===== config.mk =====
export PLATFORM = sky130hd
export DESIGN_NAME = uarsi_top
export DESIGN_NICKNAME = d
export VERILOG_FILES = /design/src/uarsi_pkg.sv /design/src/uarsi_fill_if.sv /design/src/uarsi_level_cmp.sv /design/src/uarsi_top.sv
export VERILOG_INCLUDE_DIRS = /design/src
export SDC_FILE = /design/constraint.sdc
export NUM_CORES = 1
export LEC_CHECK = 0
export BUFFER_PORTS_ARGS = -buffer_cell sky130_fd_sc_hd__buf_2
export CORE_UTILIZATION = 55
export CTS_CLUSTER_SIZE = 28
export DETAILED_ROUTE_END_ITERATION = 8
export GPL_TIMING_DRIVEN = 0
export PLACE_DENSITY_LB_ADDON = 0.2
export SLEW_MARGIN = 20
export SYNTH_ARGS = -nofsm -noshare
export SYNTH_HDL_FRONTEND = slang
export SYNTH_HIERARCHICAL = 1
export SYNTH_SLANG_ARGS = --single-unit

===== constraint.sdc =====
create_clock -name clk -period 3.1 [get_ports clk]
set_clock_uncertainty 0.05 [all_clocks]
set_input_delay 0.465 -clock clk [delete_from_list [all_inputs] [get_ports clk]]
set_output_delay 0.465 -clock clk [all_outputs]
set_load 0.01 [all_outputs]

===== src/uarsi_defines.svh =====
// Purpose: Constants for the receive status and interrupt block
// Assumes: 10 MHz clock, one 32-bit status/control word plus irq registers
// Notes:   Offsets are byte addresses on the plain register port
`ifndef UARSI_DEFINES_SVH
`define UARSI_DEFINES_SVH
`define UARSI_OFF_STA      8'h00
`define UARSI_OFF_DATA     8'h04
`define UARSI_OFF_ISTAT    8'h08
`define UARSI_OFF_IMASK    8'h0C
`define UARSI_OFF_CFG      8'h10
`define UARSI_BIT_LVL_HI   7
`define UARSI_BIT_LVL_LO   6
`define UARSI_BIT_ADDR     5
`define UARSI_BIT_QUIET    4
`define UARSI_BIT_PARITY_ERROR_FLAG     3
`define UARSI_BIT_FRAMING_ERROR_FLAG     2
`define UARSI_BIT_OVR      1
`define UARSI_BIT_AVAIL    0
`define UARSI_LVL_ANY      2'h0
`define UARSI_LVL_HALF     2'h1
`define UARSI_LVL_3Q       2'h2
`define UARSI_DEPTH        8
`define UARSI_PTR_W        3
`define UARSI_CNT_W        4
`define UARSI_HALF_CNT     4'h4
`define UARSI_3Q_CNT       4'h6
`define UARSI_EV_RXIRQ     0
`define UARSI_EV_OVR       1
`define UARSI_EV_ERR       2
`define UARSI_EV_ADDR      3
`define UARSI_EV_W         4
`endif


===== src/uarsi_pkg.sv =====
// Purpose: Types for the receive status and interrupt block
// Assumes: Included constants header
// Notes:   One packed entry per buffered character
package uarsi_pkg;
  typedef struct packed {
    logic [8:0] data;
    logic       parity_error_flag;
    logic       framing_error_flag;
  } uarsi_char_t;
  typedef enum logic [1:0] {
    UARSI_IDLE = 2'b01,
    UARSI_BUSY = 2'b10
  } uarsi_rx_state_t;
endpackage


===== src/uarsi_fill_if.sv =====
// Purpose: Fill level carrier between top and level comparator
// Assumes: Count in characters
// Notes:   Comparator is pure logic
`timescale 1ns/1ps
`include "uarsi_defines.svh"
interface uarsi_fill_if;
  logic [`UARSI_CNT_W-1:0] count;
  logic [1:0]              level_sel;
  logic                    irq_level;
  modport top (output count, output level_sel, input irq_level);
  modport cmp (input count, input level_sel, output irq_level);
endinterface


===== src/uarsi_level_cmp.sv =====
// Purpose: Receive interrupt level decision from fill count
// Assumes: Depth 8, code 11 reserved and never raises
// Notes:   Combinational only
`timescale 1ns/1ps
`include "uarsi_defines.svh"
module uarsi_level_cmp (
  // Fill carrier
  uarsi_fill_if.cmp fill
);
  // Threshold by level code
  always_comb begin
    case (fill.level_sel)
      `UARSI_LVL_ANY:  fill.irq_level = (fill.count != 4'h0);
      `UARSI_LVL_HALF: fill.irq_level = (fill.count >= `UARSI_HALF_CNT);
      `UARSI_LVL_3Q:   fill.irq_level = (fill.count >= `UARSI_3Q_CNT);
      default:         fill.irq_level = 1'b0;
    endcase
  end
endmodule


===== src/uarsi_top.sv =====
// Purpose: Receive status, buffer, overrun and interrupt level logic
// Assumes: Shift register side delivers start pulse and done pulse with status
// Notes:   Registers on a plain port, read data one cycle after read strobe
`timescale 1ns/1ps
`include "uarsi_defines.svh"
module uarsi_top (
  // Clock and reset
  input  wire logic        clk,
  input  wire logic        rst_n,
  // Register port
  input  wire logic [7:0]  reg_addr,
  input  wire logic [31:0] reg_wdata,
  input  wire logic        reg_wr,
  input  wire logic        reg_rd,
  output logic      [31:0] reg_rdata,
  // Shift register side
  input  wire logic        rx_start,
  input  wire logic        rx_done,
  input  wire logic [8:0]  rx_char,
  input  wire logic        rx_parity_error_flag,
  input  wire logic        rx_framing_error_flag,
  input  wire logic        nine_bit_mode,
  // Status outputs
  output logic             shift_flush,
  output logic             rx_irq_flag,
  output logic             irq
);
  typedef struct packed {
    uarsi_pkg::uarsi_char_t [`UARSI_DEPTH-1:0] mem;
    logic [`UARSI_PTR_W-1:0]  wp;
    logic [`UARSI_PTR_W-1:0]  rp;
    logic [`UARSI_CNT_W-1:0]  cnt;
    uarsi_pkg::uarsi_rx_state_t st;
    logic [1:0]               lvl;
    logic                     addr_mode;
    logic                     ovr;
    logic                     flush;
    logic [`UARSI_EV_W-1:0]   istat;
    logic [`UARSI_EV_W-1:0]   imask;
    logic [31:0]              rdata;
    logic                     irqf;
    logic                     irq;
  } uarsi_state_t;

  uarsi_state_t s_r;
  uarsi_state_t s_nxt;
  uarsi_fill_if fill ();

  // Level comparator
  assign fill.count     = s_r.cnt;
  assign fill.level_sel = s_r.lvl;
  uarsi_level_cmp u_cmp (
    .fill (fill)
  );

  // Write decode helper
  function automatic logic hit(input logic [7:0] a, input logic [7:0] off);
    hit = (a == off);
  endfunction

  logic                   is_addr;
  logic                   push;
  logic                   pop;
  logic                   ovr_clr;
  uarsi_pkg::uarsi_char_t head;
  logic [31:0]            sta_word;
  logic [`UARSI_EV_W-1:0] ev;

  // Status word assembly
  always_comb begin
    head     = s_r.mem[s_r.rp];
    sta_word = 32'h0;
    sta_word[`UARSI_BIT_LVL_HI:`UARSI_BIT_LVL_LO] = s_r.lvl;
    sta_word[`UARSI_BIT_ADDR]  = s_r.addr_mode;
    sta_word[`UARSI_BIT_QUIET] = (s_r.st == uarsi_pkg::UARSI_IDLE);
    sta_word[`UARSI_BIT_PARITY_ERROR_FLAG]  = (s_r.cnt != 4'h0) && head.parity_error_flag;
    sta_word[`UARSI_BIT_FRAMING_ERROR_FLAG]  = (s_r.cnt != 4'h0) && head.framing_error_flag;
    sta_word[`UARSI_BIT_OVR]   = s_r.ovr;
    sta_word[`UARSI_BIT_AVAIL] = (s_r.cnt != 4'h0);
  end

  // Next state
  always_comb begin
    s_nxt   = s_r;
    ovr_clr = reg_wr && hit(reg_addr, `UARSI_OFF_STA) && s_r.ovr
              && !reg_wdata[`UARSI_BIT_OVR];
    is_addr = s_r.addr_mode && nine_bit_mode && rx_char[8];
    pop     = reg_rd && hit(reg_addr, `UARSI_OFF_DATA) && (s_r.cnt != 4'h0);
    push    = rx_done && !s_r.ovr && !ovr_clr
              && ((s_r.cnt != 4'h8) || pop);
    ev      = '0;
    s_nxt.flush = 1'b0;
    // Receiver activity
    case (s_r.st)
      uarsi_pkg::UARSI_IDLE: if (rx_start) s_nxt.st = uarsi_pkg::UARSI_BUSY;
      uarsi_pkg::UARSI_BUSY: if (rx_done) s_nxt.st = uarsi_pkg::UARSI_IDLE;
      default:               s_nxt.st = uarsi_pkg::UARSI_IDLE;
    endcase
    // Buffer
    if (push) begin
      s_nxt.mem[s_r.wp] = '{data: rx_char, parity_error_flag: rx_parity_error_flag, framing_error_flag: rx_framing_error_flag};
      s_nxt.wp = s_r.wp + 3'h1;
    end
    if (pop) s_nxt.rp = s_r.rp + 3'h1;
    s_nxt.cnt = s_r.cnt + {3'h0, push} - {3'h0, pop};
    if (rx_done && (rx_parity_error_flag || rx_framing_error_flag)) ev[`UARSI_EV_ERR] = 1'b1;
    if (rx_done && is_addr && !s_r.ovr) ev[`UARSI_EV_ADDR] = 1'b1;
    // Overrun
    if (ovr_clr) begin
      s_nxt.ovr   = 1'b0;
      s_nxt.wp    = 3'h0;
      s_nxt.rp    = 3'h0;
      s_nxt.cnt   = 4'h0;
      s_nxt.st    = uarsi_pkg::UARSI_IDLE;
      s_nxt.flush = 1'b1;
    end
    if (rx_done && !s_r.ovr && !ovr_clr && (s_r.cnt == 4'h8) && !pop) begin
      s_nxt.ovr = 1'b1;
      ev[`UARSI_EV_OVR] = 1'b1;
    end
    // Control writes
    if (reg_wr && hit(reg_addr, `UARSI_OFF_STA)) begin
      s_nxt.lvl       = reg_wdata[`UARSI_BIT_LVL_HI:`UARSI_BIT_LVL_LO];
      s_nxt.addr_mode = reg_wdata[`UARSI_BIT_ADDR];
    end
    if (reg_wr && hit(reg_addr, `UARSI_OFF_IMASK))
      s_nxt.imask = reg_wdata[`UARSI_EV_W-1:0];
    ev[`UARSI_EV_RXIRQ] = fill.irq_level;
    // Sticky status, set wins over clear
    if (reg_wr && hit(reg_addr, `UARSI_OFF_ISTAT))
      s_nxt.istat = s_r.istat & ~reg_wdata[`UARSI_EV_W-1:0];
    s_nxt.istat = s_nxt.istat | ev;
    // Read data
    s_nxt.rdata = 32'h0;
    if (reg_rd) begin
      case (reg_addr)
        `UARSI_OFF_STA:   s_nxt.rdata = sta_word;
        `UARSI_OFF_DATA:  s_nxt.rdata = {23'h0, head.data};
        `UARSI_OFF_ISTAT: s_nxt.rdata = {28'h0, s_r.istat};
        `UARSI_OFF_IMASK: s_nxt.rdata = {28'h0, s_r.imask};
        default:          s_nxt.rdata = 32'h0;
      endcase
    end
    s_nxt.irqf = fill.irq_level;
    s_nxt.irq  = |(s_nxt.istat & s_nxt.imask);
  end

  // State register
  always_ff @(posedge clk or negedge rst_n) begin
    if (!rst_n) begin
      s_r     <= '0;
      s_r.st  <= uarsi_pkg::UARSI_IDLE;
    end else begin
      s_r <= s_nxt;
    end
  end

  // Outputs
  assign reg_rdata   = s_r.rdata;
  assign shift_flush = s_r.flush;
  assign rx_irq_flag = s_r.irqf;
  assign irq         = s_r.irq;

  // Checks
  ovr_sticky_a: assert property (@(posedge clk) disable iff (!rst_n)
    s_r.ovr && !(reg_wr && reg_addr == `UARSI_OFF_STA && !reg_wdata[1]) |=> s_r.ovr)
    else $error("overrun cleared without software");
  ovr_set_a: assert property (@(posedge clk) disable iff (!rst_n)
    rx_done && !s_r.ovr && s_r.cnt == 4'h8 && !pop && !ovr_clr |=> s_r.ovr)
    else $error("overflow did not set overrun");
  ovr_flush_a: assert property (@(posedge clk) disable iff (!rst_n)
    ovr_clr |=> s_r.cnt == 4'h0 && shift_flush ##1 !shift_flush)
    else $error("overrun clear did not empty buffer");
  ovr_discard_a: assert property (@(posedge clk) disable iff (!rst_n)
    s_r.ovr && !ovr_clr && !pop |=> s_r.cnt == $past(s_r.cnt))
    else $error("character stored during overrun");
  avail_flag_a: assert property (@(posedge clk) disable iff (!rst_n)
    reg_rd && reg_addr == `UARSI_OFF_STA |=> reg_rdata[0] == ($past(s_r.cnt) != 4'h0))
    else $error("data available wrong");
  quiet_flag_a: assert property (@(posedge clk) disable iff (!rst_n)
    rx_start && s_r.st == uarsi_pkg::UARSI_IDLE && !ovr_clr |=> !sta_word[4])
    else $error("quiet flag high while receiving");
  err_flag_a: assert property (@(posedge clk) disable iff (!rst_n)
    s_r.cnt == 4'h0 |-> !sta_word[3] && !sta_word[2])
    else $error("error flag with empty buffer");
  irq_level_a: assert property (@(posedge clk) disable iff (!rst_n)
    s_r.lvl == 2'h2 && s_r.cnt >= 4'h6 |=> rx_irq_flag)
    else $error("three-quarter level missed");
  half_level_a: assert property (@(posedge clk) disable iff (!rst_n)
    s_r.lvl == 2'h1 && s_r.cnt < 4'h4 |=> !rx_irq_flag)
    else $error("half level raised early");
  addr_det_a: assert property (@(posedge clk) disable iff (!rst_n)
    rx_done && !nine_bit_mode |=> !s_r.istat[3] || $past(s_r.istat[3]))
    else $error("address seen outside 9-bit mode");
  framing_error_flag_flag_a: assert property (@(posedge clk) disable iff (!rst_n)
    s_r.cnt != 4'h0 && head.framing_error_flag |-> sta_word[2])
    else $error("framing flag missing");
  // Remaining level codes
  code_rsvd_a: assert property (@(posedge clk) disable iff (!rst_n)
    s_r.lvl == 2'h3 |=> !rx_irq_flag)
    else $error("reserved level code raised flag");
  any_level_a: assert property (@(posedge clk) disable iff (!rst_n)
    s_r.lvl == 2'h0 && s_r.cnt != 4'h0 |=> rx_irq_flag)
    else $error("not-empty level missed");

  // Address character event in nine-bit mode
  addr_evt_a: assert property (@(posedge clk) disable iff (!rst_n)
    rx_done && nine_bit_mode && s_r.addr_mode && rx_char[8] && !s_r.ovr |=> s_r.istat[3])
    else $error("address character not flagged");

  // Receiver returns to quiet when a character completes
  quiet_done_a: assert property (@(posedge clk) disable iff (!rst_n)
    s_r.st == uarsi_pkg::UARSI_BUSY && rx_done |=> sta_word[4])
    else $error("quiet flag low after character end");

  // Error events become sticky status
  err_evt_a: assert property (@(posedge clk) disable iff (!rst_n)
    rx_done && (rx_parity_error_flag || rx_framing_error_flag) |=> s_r.istat[2])
    else $error("character error not recorded");

  // Overrun event in the sticky status
  ovr_evt_a: assert property (@(posedge clk) disable iff (!rst_n)
    rx_done && !s_r.ovr && !ovr_clr && s_r.cnt == 4'h8 && !pop |=> s_r.istat[1])
    else $error("overrun event not recorded");
  ovr_istat_a: assert property (@(posedge clk) disable iff (!rst_n)
    s_r.istat[1] && !(reg_wr && reg_addr == `UARSI_OFF_ISTAT && reg_wdata[1])
    |=> s_r.istat[1])
    else $error("sticky overrun status lost");

  // Flush strobe only follows an overrun clear
  flush_pulse_a: assert property (@(posedge clk) disable iff (!rst_n)
    !ovr_clr |=> !shift_flush)
    else $error("flush without overrun clear");

  // Buffer count bookkeeping
  cnt_bound_a: assert property (@(posedge clk) disable iff (!rst_n)
    1'b1 |-> s_r.cnt <= 4'h8)
    else $error("buffer count beyond depth");
  pop_count_a: assert property (@(posedge clk) disable iff (!rst_n)
    pop && !rx_done && !ovr_clr |=> s_r.cnt == $past(s_r.cnt) - 4'h1)
    else $error("data read did not pop");
  pop_empty_a: assert property (@(posedge clk) disable iff (!rst_n)
    reg_rd && reg_addr == `UARSI_OFF_DATA && s_r.cnt == 4'h0 && !rx_done |=> s_r.cnt == 4'h0)
    else $error("pop of empty buffer counted");

  // Read port answers only the cycle after a read strobe
  rdata_idle_a: assert property (@(posedge clk) disable iff (!rst_n)
    !reg_rd |=> reg_rdata == 32'h0)
    else $error("read data without read strobe");

  // Interrupt output follows masked sticky status
  irq_mask_a: assert property (@(posedge clk) disable iff (!rst_n)
    1'b1 |-> irq == |(s_r.istat & s_r.imask))
    else $error("interrupt output disagrees with status");

  // Main scenarios
  full_c: cover property (@(posedge clk) s_r.cnt == 4'h8);
  ovr_c: cover property (@(posedge clk) ovr_clr);
  irq_c: cover property (@(posedge clk) irq);
  addr_c: cover property (@(posedge clk) rx_done && is_addr);
  busy_c: cover property (@(posedge clk) s_r.st == uarsi_pkg::UARSI_BUSY);
endmodule


==> impl_metrics.ini <==
[finish]
final_common_cell = dfrtp_1
final_cells = 683
nFillCells = 769
nets = 598
final_cell_mix = dfrtp_1 (123), mux2_2 (97), buf_2 (46), buf_4 (40), conb_1 (23)
antenna_cells = 0
synthToLayoutAreaGrowth_pct = 19.4
drive_above_1_share_pct = 47.5

[routing]
dr.pass1.iters = 4
antenna_left = 0
vias = 3791
drtIter0Drc = 182
drcViolationCount = 0
avgViaCountPerCell = 5.55
wl_per_cell_um = 18.6
wirelength_mm = 12.7

[sta]
finalCritPeriodShare_pct = 93.4
worst_pin_slew_ns = 0.907
fin_tns_setup_ns = 0
setup_slack_ns = 0.203
finalHoldViolations = 0
slew_headroom_pct = 39.5
drv_slew = 0
rsz0062_at_grt = false
finalWorstPathRequiredPeriod_ns = 2.90
fin_hold_ws_ns = 0.132
setup_viol = 0
max_freq_mhz = 345

[grt]
gr-usage-met3_pct = 5.81
antenna_found_initial = 0
grt_pass1_vias = 4000
track_usage_pct = 24.2
grtUsageMet1_pct = 31.1
use_met2_pct = 40.9
grt_pass1_wl_mm = 20.5
grt_max_degree = 71
busiest_layer = met2
grt.overflow.total = 0

[setup_path]
crit_top_cell = ha_1
r2r_slack_ns = 0.20
reg2reg_depth = 12
cp-start-kind = flip-flop
end_kind = flip-flop
cp_top_family = adder cells
path_cells = inv_1, ha_1, nor3b_4, and4b_1, buf_6, o21ai_2, buf_6, ha_1, inv_1, ha_1, fa_1, nor2b_1
cp.arrival_ns = 3.22
worstPathMaxFanout = 10
path_class = flip-flop to flip-flop
cpPeakStageDelay_ns = 0.42
cp.required_ns = 3.43
critPathSlowestCell = fa_1
rr_startpoint = fill.count[2]
r2r_end = fill.count[1]
critPathBufInv = 4
startpoint = fill.count[2]

[clock_network]
clock_latency_ns = 0.51
numClockSinks = 124
h-tree-depth = 4
path_clk_slew_ns = 0.06
cts_tree = done
cts_buffer_depth = 2
cts_root_buf = clkbuf_8
cts_made_buffers = 17

[hold_path]
worstHoldPathCells = 2
min_to = fill.level_sel[0]
min_from = reg_wdata[6]
hold_class = input port to flip-flop

[synth]
ys_types = 56
synth-main-ff-cell = dfrtp_1
ys_seq_area_share_pct = 50.6
synth-async-reset-ratio_pct = 100
synthTopCellsByArea = dfrtp_1 (50%), mux2_2 (18%), mux4_2 (8.1%)
syn-cell-area_um2 = 6140
synth_edf_count = 0
syn_inst = 443
synth.top_cell.area_share_pct = 50.2
synth_top_area_cell = dfrtp_1
yosysWarnings = 6
syn_avg_cell_area_um2 = 13.9
ys_seq_elements = 124

[die]
start_util_pct = 56.6
rows = 38
coreArea_um2 = 10800
die_w_um = 108
ios = 93
die_height_um = 108
die-area_um2 = 11600

[power_and_ir_drop]
combPwrFrac_pct = 14.6
p_clk_share_pct = 46.0
p_switching_w = 0.00115
power_density_nw_per_um2 = 639
seqPwrFrac_pct = 39.4
p_leak_nw = 3.57
p_int_w = 0.00353
p_sw_share_pct = 24.5
power.total_w = 0.00468
ir_drop_mv = 0.407

[job]
drv_cap = 0

[outcome]
status = finished clean

[place]
pre_cts_slack_ns = -0.0393
place_hpwl_mm = 8.29
post-place-cells = 650
portBuffers = 44
place.gp.congestion = 0.841
## registers in the layout, indices dropped and copies added (netlist names)
signal          cells
rx_irq_flag         1
irq                 1
fill.level_sel      2
reg_rdata           9
s_r               106
fill.count          4
shift_flush         1
## worst max path at each step
stage | cells after the start | end
after floorplan | 12 | fill.count[1]
after global placement | 12 | fill.count[1]
after detailed placement | 14 | fill.count[3]
after CTS | 14 | fill.count[3]
after global routing | 14 | fill.count[3]
final | 12 | fill.count[1]
## what timing repair did
item | in CTS | in global routing
endpoints found under the setup margin | 2 | 2
hold endpoints to repair | 54 | 0
buffers inserted | 0 | 1
gates resized for setup | 1 | 1
hold buffers | 1 | 0
gates cloned | 0 | 0
## synthesized netlist by cell type, drive strengths merged (3+ instances only)
master and number:
mux2 97, nor2 21, mux4 22, nand2 10
or2 3, a211oi 4, nand3 3, clkbuf 7
a21oi 5, nor4b 4, nor3 4, nor3b 4
ha 8, or4 5, o21ai 4, nor2b 3
mux2i 14, dfrtp 123, inv 10, xor2 3
nor4 3, xnor2 3, buf 49
## final cells by class
cell class / instances / area [um^2] / area share (%)
Tap cell: 140 / 175 / 2.39
Clock inverter: 12 / 209 / 2.85
Clock buffer: 19 / 442 / 6.03
Timing Repair Buffer: 47 / 272 / 3.70
Multi-Input combinational cell: 275 / 2710 / 36.9
Buffer: 56 / 384 / 5.24
Sequential cell: 124 / 3100 / 42.4
Inverter: 10 / 37.5 / 0.512
## power by group through the flow
stage / registers (W) / clock network (W) / logic, W
2_1_floorplan: 0.00184 / 0 / 0.000480
3_3_place_gp: 0.00186 / 0 / 0.000635
3_5_place_dp: 0.00187 / 0 / 0.000665
4_1_cts: 0.00184 / 0.00218 / 0.000680
5_1_grt: 0.00186 / 0.00225 / 0.000769
6_report: 0.00184 / 0.00215 / 0.000686
## layer usage
layer / wire [um] / share of wire (%)
met1: 5640 / 44
met4: 186 / 1.5
met2: 6400 / 50
met5: 0 / 0
met3: 481 / 3.8
## metrics by stage
stage,area (um^2),util [%]
after CTS,7310,67.5
after global routing,7330,67.6
after floorplan,6220,-
after detailed placement,6650,61.3
final,7330,67.6
after global placement,6620,61.0
## worst register-to-register path, cell delays in order, from the launching register on
cell     delay (ns)
dfrtp_1        0.39
inv_1          0.11
ha_1           0.20
nor3b_4        0.21
and4b_1        0.23
buf_6          0.13
o21ai_2        0.19
buf_6          0.21
ha_1           0.25
inv_1          0.06
ha_1           0.17
fa_1           0.42
nor2b_1        0.15
## cell families (layout without fill, tap and decap cells)
kind of cell,after synthesis,count (layout),synth area share (%)
fa+ha+maj,9,9,1.96
mux,133,133,28.2
xor+xnor,6,6,0.856
flops,124,124,50.6
buf+inv,66,144,6.87
other cells,1,23,0.0611
compound gates,29,29,3.28
simple gates,75,75,8.24
No activity file was read; power rests on OpenSTA's default activity.
